## src/design/qpdbi_pkg.sv

```systemverilog
/*
 * Shared constants for the quad-pumped data phase with per-group bus inversion.
 * Assumes both ends run on a 100 MHz clk_sys and import this package whole.
 */
package qpdbi_pkg;

    // ------------------------------------------------------------------
    // Bus geometry
    // ------------------------------------------------------------------
    localparam int DATA_W     = 64;               // Data lines on the bus.
    localparam int GROUP_W    = 16;               // Lines per strobe group.
    localparam int GROUPS     = DATA_W / GROUP_W; // Strobe pairs and flags.
    localparam int SUBPHASES  = 4;                // Transfers per common clock.
    localparam int BEAT_W     = DATA_W * SUBPHASES; // One common clock of data.
    localparam int HALF_GROUP = GROUP_W / 2;      // Inversion threshold.

    // ------------------------------------------------------------------
    // Timing
    // ------------------------------------------------------------------
    localparam int CLK_NS      = 10;  // clk_sys period.
    localparam int SUBPHASE_NS = 40;  // One sub-phase, a quarter of 160 ns.
    localparam int SUB_CYC     = (SUBPHASE_NS + CLK_NS - 1) / CLK_NS;

    // Cycle of a sub-phase that ends it, and the cycle before the strobe edge.
    localparam logic [1:0] CYC_LAST = 2'(SUB_CYC - 1);
    localparam logic [1:0] CYC_STB  = 2'h1;
    localparam logic [1:0] SUB_LAST = 2'(SUBPHASES - 1);

    // Idle level of every active-low line.
    localparam logic [DATA_W-1:0] DATA_IDLE = {DATA_W{1'b1}};
    localparam logic [GROUPS-1:0] GRP_IDLE  = {GROUPS{1'b1}};

endpackage

```

## src/design/qpdbi_if.sv

```systemverilog
/*
 * Wires of the shared data phase between the driving and receiving agent.
 * Assumes an undriven line is pulled up, so it reads deasserted (high).
 */
`timescale 1ns/100ps
`default_nettype none

interface qpdbi_if;
    import qpdbi_pkg::*;

    // ------------------------------------------------------------------
    // Driver side: values and enables
    // ------------------------------------------------------------------
    logic [DATA_W-1:0] data_drv;   // Data value driven.
    logic              data_oe;    // Data, flags and valid are driven.
    logic [GROUPS-1:0] flag_drv;   // Inversion flags driven.
    logic              valid_drv;  // Valid line driven.
    logic [GROUPS-1:0] stbp_drv;   // Positive strobes driven.
    logic [GROUPS-1:0] stbn_drv;   // Negative strobes driven.
    logic              stb_oe;     // Strobes are driven.

    // ------------------------------------------------------------------
    // Resolved wire levels
    // ------------------------------------------------------------------
    logic [DATA_W-1:0] bus_data_n;          // Data lines.
    logic [GROUPS-1:0] group_invert_flag_n; // Inversion flags.
    logic              transfer_valid_n;    // Valid transfer marker.
    logic [GROUPS-1:0] group_strobe_pos_n;  // Positive strobes.
    logic [GROUPS-1:0] group_strobe_neg_n;  // Negative strobes.

    // Released lines float to the pull-up level.
    assign bus_data_n          = data_oe ? data_drv : DATA_IDLE;
    assign group_invert_flag_n = data_oe ? flag_drv : GRP_IDLE;
    assign transfer_valid_n    = data_oe ? valid_drv : 1'b1;
    assign group_strobe_pos_n  = stb_oe ? stbp_drv : GRP_IDLE;
    assign group_strobe_neg_n  = stb_oe ? stbn_drv : GRP_IDLE;

    modport drive_mp (
        output data_drv, data_oe, flag_drv, valid_drv, stbp_drv, stbn_drv, stb_oe
    );

    modport receive_mp (
        input bus_data_n, group_invert_flag_n, transfer_valid_n,
        input group_strobe_pos_n, group_strobe_neg_n
    );

endinterface

`default_nettype wire

```

## src/design/qpdbi_drive_end.sv

```systemverilog
/*
 * Driving agent of the quad-pumped data phase: takes one 256-bit beat per
 * common clock and places it on the bus as four 64-bit sub-phases.
 * Assumes the receiver samples with its own clock, and that the interface
 * resolves released lines to the pull-up level.
 */
`timescale 1ns/100ps
`default_nettype none

module qpdbi_drive_end
    import qpdbi_pkg::*;
(
    input  wire logic              clk_sys,  // System clock, 100 MHz.
    input  wire logic              rst,      // Asynchronous reset, active high.
    input  wire logic              tx_valid, // A beat is offered.
    input  wire logic [BEAT_W-1:0] tx_data,  // Beat, sub-phase 0 in low word.
    input  wire logic              inv_en,   // Allow bus inversion.
    output logic                   tx_ready, // Beat taken in this cycle if tx_valid is high.
    qpdbi_if.drive_mp              bus       // Shared bus lines.
);

    // ------------------------------------------------------------------
    // Inversion decision
    // ------------------------------------------------------------------
    // Returns one bit per group, set where the group will be sent inverted.
    // A logical one is driven low, so the ones of a group are its low lines.
    function automatic logic [GROUPS-1:0] inv_pick(input logic [DATA_W-1:0] w,
                                                   input logic en);
        logic [GROUPS-1:0] r;
        int                c;
        r = '0;
        for (int g = 0; g < GROUPS; g++) begin
            c = 0;
            for (int b = 0; b < GROUP_W; b++) begin
                c = c + int'(w[g*GROUP_W+b]);
            end
            r[g] = en && (c > HALF_GROUP);
        end
        return r;
    endfunction

    // ------------------------------------------------------------------
    // State
    // ------------------------------------------------------------------
    logic [1:0]        cyc_q, cyc_d;       // Cycle within a sub-phase.
    logic [1:0]        sub_q, sub_d;       // Sub-phase within the clock.
    logic              ready_q, ready_d;   // Beat acceptance window.
    logic              active_q, active_d; // Current common clock carries data.
    logic [BEAT_W-1:0] beat_q, beat_d;     // Beat being sent.
    logic [DATA_W-1:0] data_q, data_d;     // Electrical data levels.
    logic [GROUPS-1:0] flag_q, flag_d;     // Electrical flag levels.
    logic              valid_q, valid_d;   // Electrical valid level.
    logic              doe_q, doe_d;       // Data lines driven.
    logic [GROUPS-1:0] stbp_q, stbp_d;     // Positive strobe levels.
    logic [GROUPS-1:0] stbn_q, stbn_d;     // Negative strobe levels.
    logic              soe_q, soe_d;       // Strobes driven.

    logic              end_phase;          // Last cycle of a sub-phase.
    logic              boundary;           // Last cycle of a common clock.
    logic              take;               // Beat accepted now.
    logic [BEAT_W-1:0] src;                // Beat feeding the next sub-phase.
    logic [DATA_W-1:0] word;               // Word of the next sub-phase.
    logic [GROUPS-1:0] inv;                // Groups inverted next sub-phase.

    // ------------------------------------------------------------------
    // Next-state logic
    // ------------------------------------------------------------------
    // The common clock is made here by dividing clk_sys; the bus never
    // stops, idle clocks simply leave the lines released.
    always_comb begin
        end_phase = (cyc_q == CYC_LAST);
        boundary  = end_phase && (sub_q == SUB_LAST);
        take      = boundary && ready_q && tx_valid;
        cyc_d     = end_phase ? 2'h0 : cyc_q + 2'h1;
        sub_d     = end_phase ? sub_q + 2'h1 : sub_q;
        ready_d   = (cyc_q == CYC_LAST - 2'h1) && (sub_q == SUB_LAST);
        // An empty offer at the boundary yields an idle clock.
        active_d  = boundary ? take : active_q;
        beat_d    = take ? tx_data : beat_q;
        src       = boundary ? tx_data : beat_q;
        word      = src[sub_d*DATA_W +: DATA_W];
        inv       = inv_pick(word, inv_en);
        data_d    = data_q;
        flag_d    = flag_q;
        valid_d   = valid_q;
        doe_d     = doe_q;
        stbp_d    = stbp_q;
        stbn_d    = stbn_q;
        soe_d     = soe_q;
        if (end_phase) begin
            // New sub-phase: data, flags and valid change together.
            for (int g = 0; g < GROUPS; g++) begin
                // Logical one drives low; flagged groups go out uninverted
                // electrically, which is the inverted code.
                data_d[g*GROUP_W +: GROUP_W] = ~word[g*GROUP_W +: GROUP_W]
                                               ^ {GROUP_W{inv[g]}};
            end
            flag_d  = ~inv;
            valid_d = ~active_d;
            doe_d   = active_d;
            if (!active_d) begin
                data_d = DATA_IDLE;
                flag_d = GRP_IDLE;
            end
        end
        if (cyc_q == CYC_STB) begin
            // Mid sub-phase: even sub-phases fall on the positive strobe,
            // odd ones on the negative, with data already stable.
            stbp_d = active_q ? {GROUPS{sub_q[0]}} : GRP_IDLE;
            stbn_d = active_q ? {GROUPS{~sub_q[0]}} : GRP_IDLE;
            soe_d  = active_q;
        end
    end

    // ------------------------------------------------------------------
    // Registers
    // ------------------------------------------------------------------
    always_ff @(posedge clk_sys or posedge rst) begin
        if (rst) begin
            cyc_q    <= 2'h0;
            sub_q    <= 2'h0;
            ready_q  <= 1'b0;
            active_q <= 1'b0;
            beat_q   <= '0;
            data_q   <= DATA_IDLE;
            flag_q   <= GRP_IDLE;
            valid_q  <= 1'b1;
            doe_q    <= 1'b0;
            stbp_q   <= GRP_IDLE;
            stbn_q   <= GRP_IDLE;
            soe_q    <= 1'b0;
        end else begin
            cyc_q    <= cyc_d;
            sub_q    <= sub_d;
            ready_q  <= ready_d;
            active_q <= active_d;
            beat_q   <= beat_d;
            data_q   <= data_d;
            flag_q   <= flag_d;
            valid_q  <= valid_d;
            doe_q    <= doe_d;
            stbp_q   <= stbp_d;
            stbn_q   <= stbn_d;
            soe_q    <= soe_d;
        end
    end

    // ------------------------------------------------------------------
    // Outputs
    // ------------------------------------------------------------------
    // Every line comes straight from a flip-flop, so no glitch reaches the pins.
    assign tx_ready      = ready_q;
    assign bus.data_drv  = data_q;
    assign bus.data_oe   = doe_q;
    assign bus.flag_drv  = flag_q;
    assign bus.valid_drv = valid_q;
    assign bus.stbp_drv  = stbp_q;
    assign bus.stbn_drv  = stbn_q;
    assign bus.stb_oe    = soe_q;

endmodule

`default_nettype wire

```

## src/flat_wrapper.sv

```systemverilog
// flat-port wrapper written by rule: the top's interface ports become plain ports
module qpdbi_drive_end_flat import qpdbi_pkg::*;
  (clk_sys, rst, tx_valid, tx_data, inv_en, tx_ready, bus_data_drv, bus_data_oe, bus_flag_drv, bus_valid_drv, bus_stbp_drv, bus_stbn_drv, bus_stb_oe);
  qpdbi_if bus_i ();
  input  wire logic clk_sys;
  input  wire logic rst;
  input  wire logic tx_valid;
  input  wire logic [BEAT_W-1:0] tx_data;
  input  wire logic inv_en;
  output logic tx_ready;
  output wire logic [$bits(bus_i.data_drv)-1:0] bus_data_drv;
  output wire logic [$bits(bus_i.data_oe)-1:0] bus_data_oe;
  output wire logic [$bits(bus_i.flag_drv)-1:0] bus_flag_drv;
  output wire logic [$bits(bus_i.valid_drv)-1:0] bus_valid_drv;
  output wire logic [$bits(bus_i.stbp_drv)-1:0] bus_stbp_drv;
  output wire logic [$bits(bus_i.stbn_drv)-1:0] bus_stbn_drv;
  output wire logic [$bits(bus_i.stb_oe)-1:0] bus_stb_oe;
  assign bus_data_drv = bus_i.data_drv;
  assign bus_data_oe = bus_i.data_oe;
  assign bus_flag_drv = bus_i.flag_drv;
  assign bus_valid_drv = bus_i.valid_drv;
  assign bus_stbp_drv = bus_i.stbp_drv;
  assign bus_stbn_drv = bus_i.stbn_drv;
  assign bus_stb_oe = bus_i.stb_oe;
  qpdbi_drive_end u_core (.clk_sys(clk_sys), .rst(rst), .tx_valid(tx_valid), .tx_data(tx_data), .inv_en(inv_en), .tx_ready(tx_ready), .bus(bus_i));
endmodule
```

## config.mk

```make
export PLATFORM = sky130hd
export DESIGN_NAME = qpdbi_drive_end_flat
export DESIGN_NICKNAME = d
export VERILOG_FILES = /design/src/design/qpdbi_pkg.sv /design/src/design/qpdbi_if.sv /design/src/design/qpdbi_drive_end.sv /design/src/flat_wrapper.sv
export SDC_FILE = /design/constraint.sdc
export NUM_CORES = 1
export LEC_CHECK = 0
export BUFFER_PORTS_ARGS = -buffer_cell sky130_fd_sc_hd__buf_2
export CAP_MARGIN = 20
export CORE_UTILIZATION = 40
export CTS_CLUSTER_DIAMETER = 60
export DETAILED_ROUTE_END_ITERATION = 6
export GPL_ROUTABILITY_DRIVEN = 0
export RECOVER_POWER = 50
export SKIP_LAST_GASP = 1
export SLEW_MARGIN = 20
export SYNTH_ARGS = -nofsm -noshare
export SYNTH_HDL_FRONTEND = slang
export SYNTH_SLANG_ARGS = --single-unit
```

## constraint.sdc

```tcl
create_clock -name clk_sys -period 20.8 [get_ports clk_sys]
set_clock_uncertainty 0.1 [all_clocks]
set_input_delay 4.16 -clock clk_sys [delete_from_list [all_inputs] [get_ports clk_sys]]
set_output_delay 4.16 -clock clk_sys [all_outputs]
set_load 0.01 [all_outputs]
```

==> metrics.txt, run 1 <==
slew margin rel.=-587%; CP max stage delay=just over 7000 ps; worst-path cell chain=ha_1, clkbuf_1, nand4_1, clkbuf_1, buf_6, mux2_2; H-tree levels=2; drt drc=34; P&R area growth vs syn=15.9%; failing checks=DRC, capacitance limit, slew limit; status=finished with violations; Post-Synthesis Cell Area=0.0215 sq mm; setup TNS=0 ps; die area=0.0547 sq mm; Clock transition at path regs=about 60 ps; element type at the critical path end=flip-flop; Top cell by count, worst path=clkbuf_1; Tot GR Track Use=roughly a quarter; buffers and inverters on the worst path=3; vias in the first global route=~16000; hold slack final=387 ps; ys async rst share=100%; Leak=9.81 nW; DIE WIDTH=234 um; initial antenna violation count=35; Overall Power=~2.4 mW; post-synthesis average cell area=approximately 12 sq um; Design Area, Final=between 0.02 and 0.025 sq mm; Peak VDD IR=about 65 uV; fin crit share=roughly 64%; layout cell share with drive strength beyond 1=around two fifths; starting DRC count in detailed routing=around 1100; largest fanout on the critical path=176; RSZ-0062 raised after global routing=no; setup bufs post-CTS=0; Slew @ Worst Pin=between 10000 and 15000 ps; port bufs=~340; Netlist cell types=58; CTS tree=done; clock root cell=clkbuf_16; Max-cap violations=9; Sinks on Clock Net=about 340; Gate Count Post-Synth=~1800; Die Y=234 um; Initial Utilization=about two fifths; largest net degree at the start of global routing=177; Longest Clk Path Bufs=3; Startpoint Class=flip-flop; Core Region=roughly 0.053 sq mm; prevailing post-synth register cell=dfrtp_1; nets@finish=2402; total grt overflow=0; delay-heaviest family, CP=buffers and inverters; via count=about 16000; Arr. time, crit path=approximately 14000 ps; cts bufs inserted=45; Max Fclk=roughly 0.075 GHz; routed vias/inst=5.76; Synth Warn #=0; PD cells=between 90 and 100 mW/mm^2; pre-CTS setup slack=10680 ps; Seq/Total Area, Yosys=39.4%; min-delay worst type=flip-flop to flip-flop; CP max-delay cell=clkbuf_1; Final Hold Viols=0; EDFF count, synth=0; Hold Buf Count CTS=0; kind of critical path=flip-flop to flip-flop; PnR worst setup slack=approximately 7400 ps; # IOs=340; Required @ worst endpoint=21160 ps; remaining antenna violation count after routing=0; first-pass GRT wire length=about 100 mm; clk_lat worst skew=~590 ps; final slew viol count=between 600 and 700; overall routed net length=69.0 mm; area post-placement=0.0234 sq mm; final setup vio count=0; drt first pass iters=7; num rows=84; cts repair resizes=0; Final HPWL DP=between 40 and 50 mm; Wirelength per Cell=24.4 um; syn_nets=roughly 2100; Tmin final=between 10000 and 15000 ps; Yosys reg bits=between 300 and 400
[cell usage in the layout (no fill, tap or decap), drive strengths merged, types with 39 or more instances in the layout]
cell type  netlist  layout
a22oi           39      39
nor2            69      69
o21ai           54      54
a21oi           75      75
fa              40      40
mux2i          273     273
o22ai           60      60
o22a            50      50
dfrtp          264     264
clkbuf          45      94
dfstp           71      71
mux2           316     316
buf            116     338
inv             58      61
xnor2           63      63
[Yosys cell counts, drive strengths merged, types with 2 or more instances]
cell type,count,share of area [%]
o211ai,2,0.12
nand3,11,0.26
dfstp,71,8.7
o21a,10,0.35
o22ai,60,1.9
nand4,4,0.12
a22o,22,0.90
inv,58,1.0
mux2,316,17
a222oi,6,0.28
dfrtp,264,31
and2,2,0.058
a221oi,18,1.3
a21oi,75,2.3
ha,24,1.4
nand2b,4,0.12
xor2,6,0.24
xnor2,63,2.6
o2111ai,2,0.082
nor2b,7,0.20
o32a,34,1.6
a2bb2oi,9,0.37
buf,116,3.8
nor2,69,1.3
a22oi,39,1.4
or2,2,0.058
nor3,9,0.21
o2bb2ai,4,0.16
mux2i,273,13
a32oi,2,0.082
a31oi,23,0.70
o22a,50,2.0
o21ai,54,1.3
nand2,23,0.40
fa,40,3.7
clkbuf,45,0.80
[state kept, by name, indices dropped and copies added (netlist names)]
| signal | cells |
|---|---|
| u_core.beat_q | 256 |
| u_core.bus.data_drv | 64 |
| u_core.bus.flag_drv | 4 |
| u_core.cyc_q | 2 |
| u_core.sub_q | 2 |
| u_core.active_q | 1 |
| u_core.bus.data_oe | 1 |
| u_core.bus.stb_oe | 1 |
| u_core.bus.stbn_drv | 1 |
| u_core.bus.stbp_drv | 1 |
| u_core.bus.valid_drv | 1 |
| u_core.tx_ready | 1 |
[report_power, final]
part / switching, mW / internal [mW] / total (mW)
Combinational: 0.409 / 0.366 / 0.775
Clock: 0.319 / 0.490 / 0.809
Sequential: 0.0660 / 0.781 / 0.847
Total: 0.794 / 1.64 / 2.43
[worst reg2reg max path, stage by stage (launching register included)]
cell and delay, ps:
dfrtp_1 1040, ha_1 1320, clkbuf_1 1420, nand4_1 510, clkbuf_1 7100, buf_6 1300
mux2_2 460
[final timing paths]
| path | endpoint | from | slack (ps) | depth (start not counted) |
|---|---|---|---|---|
| max reg2reg | u_core.beat_q[135] | u_core.sub_q[0] | 7420 | 6 |
| min reg2reg | u_core.bus.data_drv[14] | u_core.bus.data_drv[14] | 390 | 2 |
| max in group asynchronous | u_core.beat_q[205] | rst | 10470 | 3 |
| max | u_core.beat_q[135] | u_core.sub_q[0] | 7420 | 6 |
| min | u_core.bus.data_drv[14] | u_core.bus.data_drv[14] | 390 | 2 |
| min in group asynchronous | u_core.beat_q[92] | rst | 5400 | 2 |
[final cells by class]
class                      count  area [sq um]
fill                        4873         28000
multi-input combinational   1269         11800
sequential                   335          8470
timing repair buffer         369          1900
clock buffer                  63          1310
tap                          688           861
clock inverter                20           234
inverter                      58           219
antenna                       25          62.6
[cell families (layout without fill, tap and decap cells)]
kind of cell	Yosys count	after routing	synth area share, %
buf+inv	219	510	5.64
mux	589	589	29.3
flops	335	335	39.4
other cells	0	25	0
fa+ha+maj	64	64	5.12
compound gates	416	416	15.0
xor+xnor	69	69	2.81
simple gates	131	131	2.67
[metrics by stage]
stage          util, %  std cells
2_1_floorplan        -       1823
3_3_place_gp      44.2       2717
3_5_place_dp      44.2       2719
4_1_cts           47.1       2802
5_1_grt           47.1       2820
6_report          47.1       2827
[per-layer routing]
layer  wire length (um)  global-route usage, %
met5                137                      0
met4               1700                   8.48
met3               4310                   5.03
met2              31300                   38.0
met1              31500                   35.3
(Power assumes the default switching activity.)
==> inputs of run 2 (changes only) <==
==> constraint.sdc (replaced) <==
create_clock -name clk_sys -period 13.71 [get_ports clk_sys]
set_clock_uncertainty 0.1 [all_clocks]
set_input_delay 2.742 -clock clk_sys [delete_from_list [all_inputs] [get_ports clk_sys]]
set_output_delay 2.742 -clock clk_sys [all_outputs]
set_load 0.01 [all_outputs]
==> run 2 against run 1 <==
Effect of this change:
- the run still ends with DRC, capacitance limit, slew limit left
- wire length decreased by 0.16%
- global-route usage shrank 0.089 points
- first-iteration DRC count is 17% higher
- sequential share of layout area up 0.16 points
- clock power rose by 46%
- clock-buffer cell count up 1
- hold slack got worse by 2.0 ps
- register-to-register slack got worse by 4500 ps
- worst setup slack lost 4500 ps
- non-clock buffer count stayed put
- largest cell class unchanged
- largest power group unchanged
==> metrics.txt, run 2 (synthesized netlist as in run 1, its figures left out) <==
drt drc=34 (unchanged); RSZ-0062 raised after global routing=no (unchanged); Tmin final=10830 ps (was 13380 ps); cts repair resizes=0 (unchanged); CTS tree=done (unchanged); pre-CTS setup slack=4930 ps (was 10680 ps); PnR worst setup slack=2880 ps (was 7420 ps); register area=0.00847 sq mm (unchanged); Biggest register=u_core.beat_q (unchanged); remaining antenna violation count after routing=0 (unchanged); fillcell total=4828 (was 4873); min-delay worst type=flip-flop to flip-flop (unchanged); fin crit share=79.0% (was 64.3%); largest net degree at the start of global routing=177 (unchanged); num rows=84 (unchanged); Required @ worst endpoint=13990 ps (was 21160 ps); failing checks=DRC, capacitance limit, slew limit (unchanged); Die Y=234 um (unchanged); most common cell after layout, fill and taps aside=buf_2 (unchanged); Slew @ Worst Pin=5710 ps (was 10300 ps); Sinks on Clock Net=335 (unchanged); setup TNS=0 ps (unchanged); # IOs=340 (unchanged); first-pass GRT wire length=102 mm (was 103 mm); Initial Utilization=40.7% (unchanged); Arr. time, crit path=11110 ps (was 13740 ps); max reg flops=256 (unchanged); hold slack final=385 ps (was 387 ps); layout cell share with drive strength beyond 1=39.2% (was 39.8%); vias in the first global route=16300 (was 16400); Multi-input gate area=0.0118 sq mm (about the same); P&R area growth vs syn=15.3% (was 15.9%); Final HPWL DP=46.6 mm (was 46.5 mm); Max-cap violations=8 (was 9); DIE WIDTH=234 um (unchanged); clock root cell=clkbuf_16 (unchanged); starting DRC count in detailed routing=1346 (was 1148); area post-placement=0.0234 sq mm (about the same); kind of critical path=flip-flop to flip-flop (unchanged); Startpoint Class=flip-flop (unchanged); Core Region=0.0529 sq mm (unchanged); Final Hold Viols=0 (unchanged); setup bufs post-CTS=0 (unchanged); final slew viol count=547 (was 614); slew margin rel.=-283% (was -587%); fin cells=2815 (was 2827); port bufs=339 (unchanged); largest fanout on the critical path=49 (was 176); Clock transition at path regs=60 ps (about the same); Hold Buf Count CTS=0 (unchanged); nets@finish=2401 (was 2402); final setup vio count=0 (unchanged); most frequent cells in the layout=304 x buf_2, 288 x mux2_2, 273 x mux2i_1 (was 312 x buf_2, 287 x mux2_2, 273 x mux2i_1); total grt overflow=0 (unchanged); die area=0.0547 sq mm (unchanged); status=finished with violations (unchanged); Max Fclk=0.0923 GHz (was 0.0747 GHz); Longest Clk Path Bufs=3 (unchanged); initial antenna violation count=30 (was 35); H-tree levels=2 (unchanged); PD cells=147 mW/mm^2 (was 97.6 mW/mm^2); via count=16300 (about the same); Leak=9.77 nW (was 9.81 nW); Wirelength per Cell=24.5 um (was 24.4 um); Tot GR Track Use=24.9% (was 25.0%); Peak VDD IR=87.5 uV (was 65.3 uV); placed insts=2719 (unchanged); drt first pass iters=7 (unchanged); cts bufs inserted=44 (was 45); routed vias/inst=5.78 (was 5.76); clk_lat worst skew=570 ps (was 590 ps); overall routed net length=68.9 mm (was 69.0 mm); element type at the critical path end=flip-flop (unchanged); Design Area, Final=0.0248 sq mm (was 0.0249 sq mm)
-- run 2: cell types whose count changed in the layout (fill, tap and decap cells not counted), sizes merged --
cell,previous run,this run
diode,25,19
clkinvlp,4,3
buf,338,332
clkbuf,94,101
clkinv,9,7
inv,61,57
-- run 2: cell type report --
class	instances	area share, %
Antenna cell	19	0.192
Clock buffer	64	5.19
Inverter	58	0.883
Multi-Input combinational cell	1269	47.7
Tap cell	688	3.47
Clock inverter	13	0.702
Sequential cell	335	34.2
Timing Repair Buffer	369	7.65
-- run 2: routing by layer --
metal,share of wire (%),GRT usage (%),up-vias
li1,-,-,7325
met4,2.2,7.91,24
met3,7.5,6.72,120
met5,0.20,0,-
met2,45,37.4,470
met1,45,34.7,8344
-- run 2: worst max-delay path: stages, from the launching register on --
cell and delay [ps]:
dfrtp_1 1520, ha_1 1860, buf_4 880, nand2b_2 450
buf_4 440, o32a_1 350, a22o_1 300, ha_1 330
inv_1 50, fa_1 530, inv_1 60, fa_1 500
fa_1 540, inv_1 50, fa_1 500, fa_1 470
fa_1 440, xnor2_1 150, nor2_1 100, a21oi_1 70
o221ai_4 640, xnor2_1 190, a31oi_1 100
-- run 2: worst paths after layout --
| check | from | to | slack (ps) | cells past startpoint |
|---|---|---|---|---|
| max reg2reg | u_core.sub_q[0] | u_core.bus.data_drv[45] | 2880 | 22 |
| min | u_core.bus.data_drv[33] | u_core.bus.data_drv[33] | 390 | 2 |
| min reg2reg | u_core.bus.data_drv[33] | u_core.bus.data_drv[33] | 390 | 2 |
| max in group asynchronous | rst | u_core.beat_q[190] | 4700 | 3 |
| min in group asynchronous | rst | u_core.beat_q[28] | 3860 | 2 |
| max | u_core.sub_q[0] | u_core.bus.data_drv[45] | 2880 | 22 |
-- run 2: power by group --
part / internal (mW) / total [mW] / switching, mW
logic: 0.556 / 1.18 / 0.622
registers: 1.18 / 1.29 / 0.102
clock network: 0.723 / 1.18 / 0.457
total: 2.46 / 3.64 / 1.18
-- run 2: through the flow --
stage	power, mW	utilization (%)
after floorplan	2.16	-
after CTS	3.68	47.0
after global placement	2.41	44.2
after global routing	3.86	46.9
final	3.64	46.9
after detailed placement	2.49	44.2
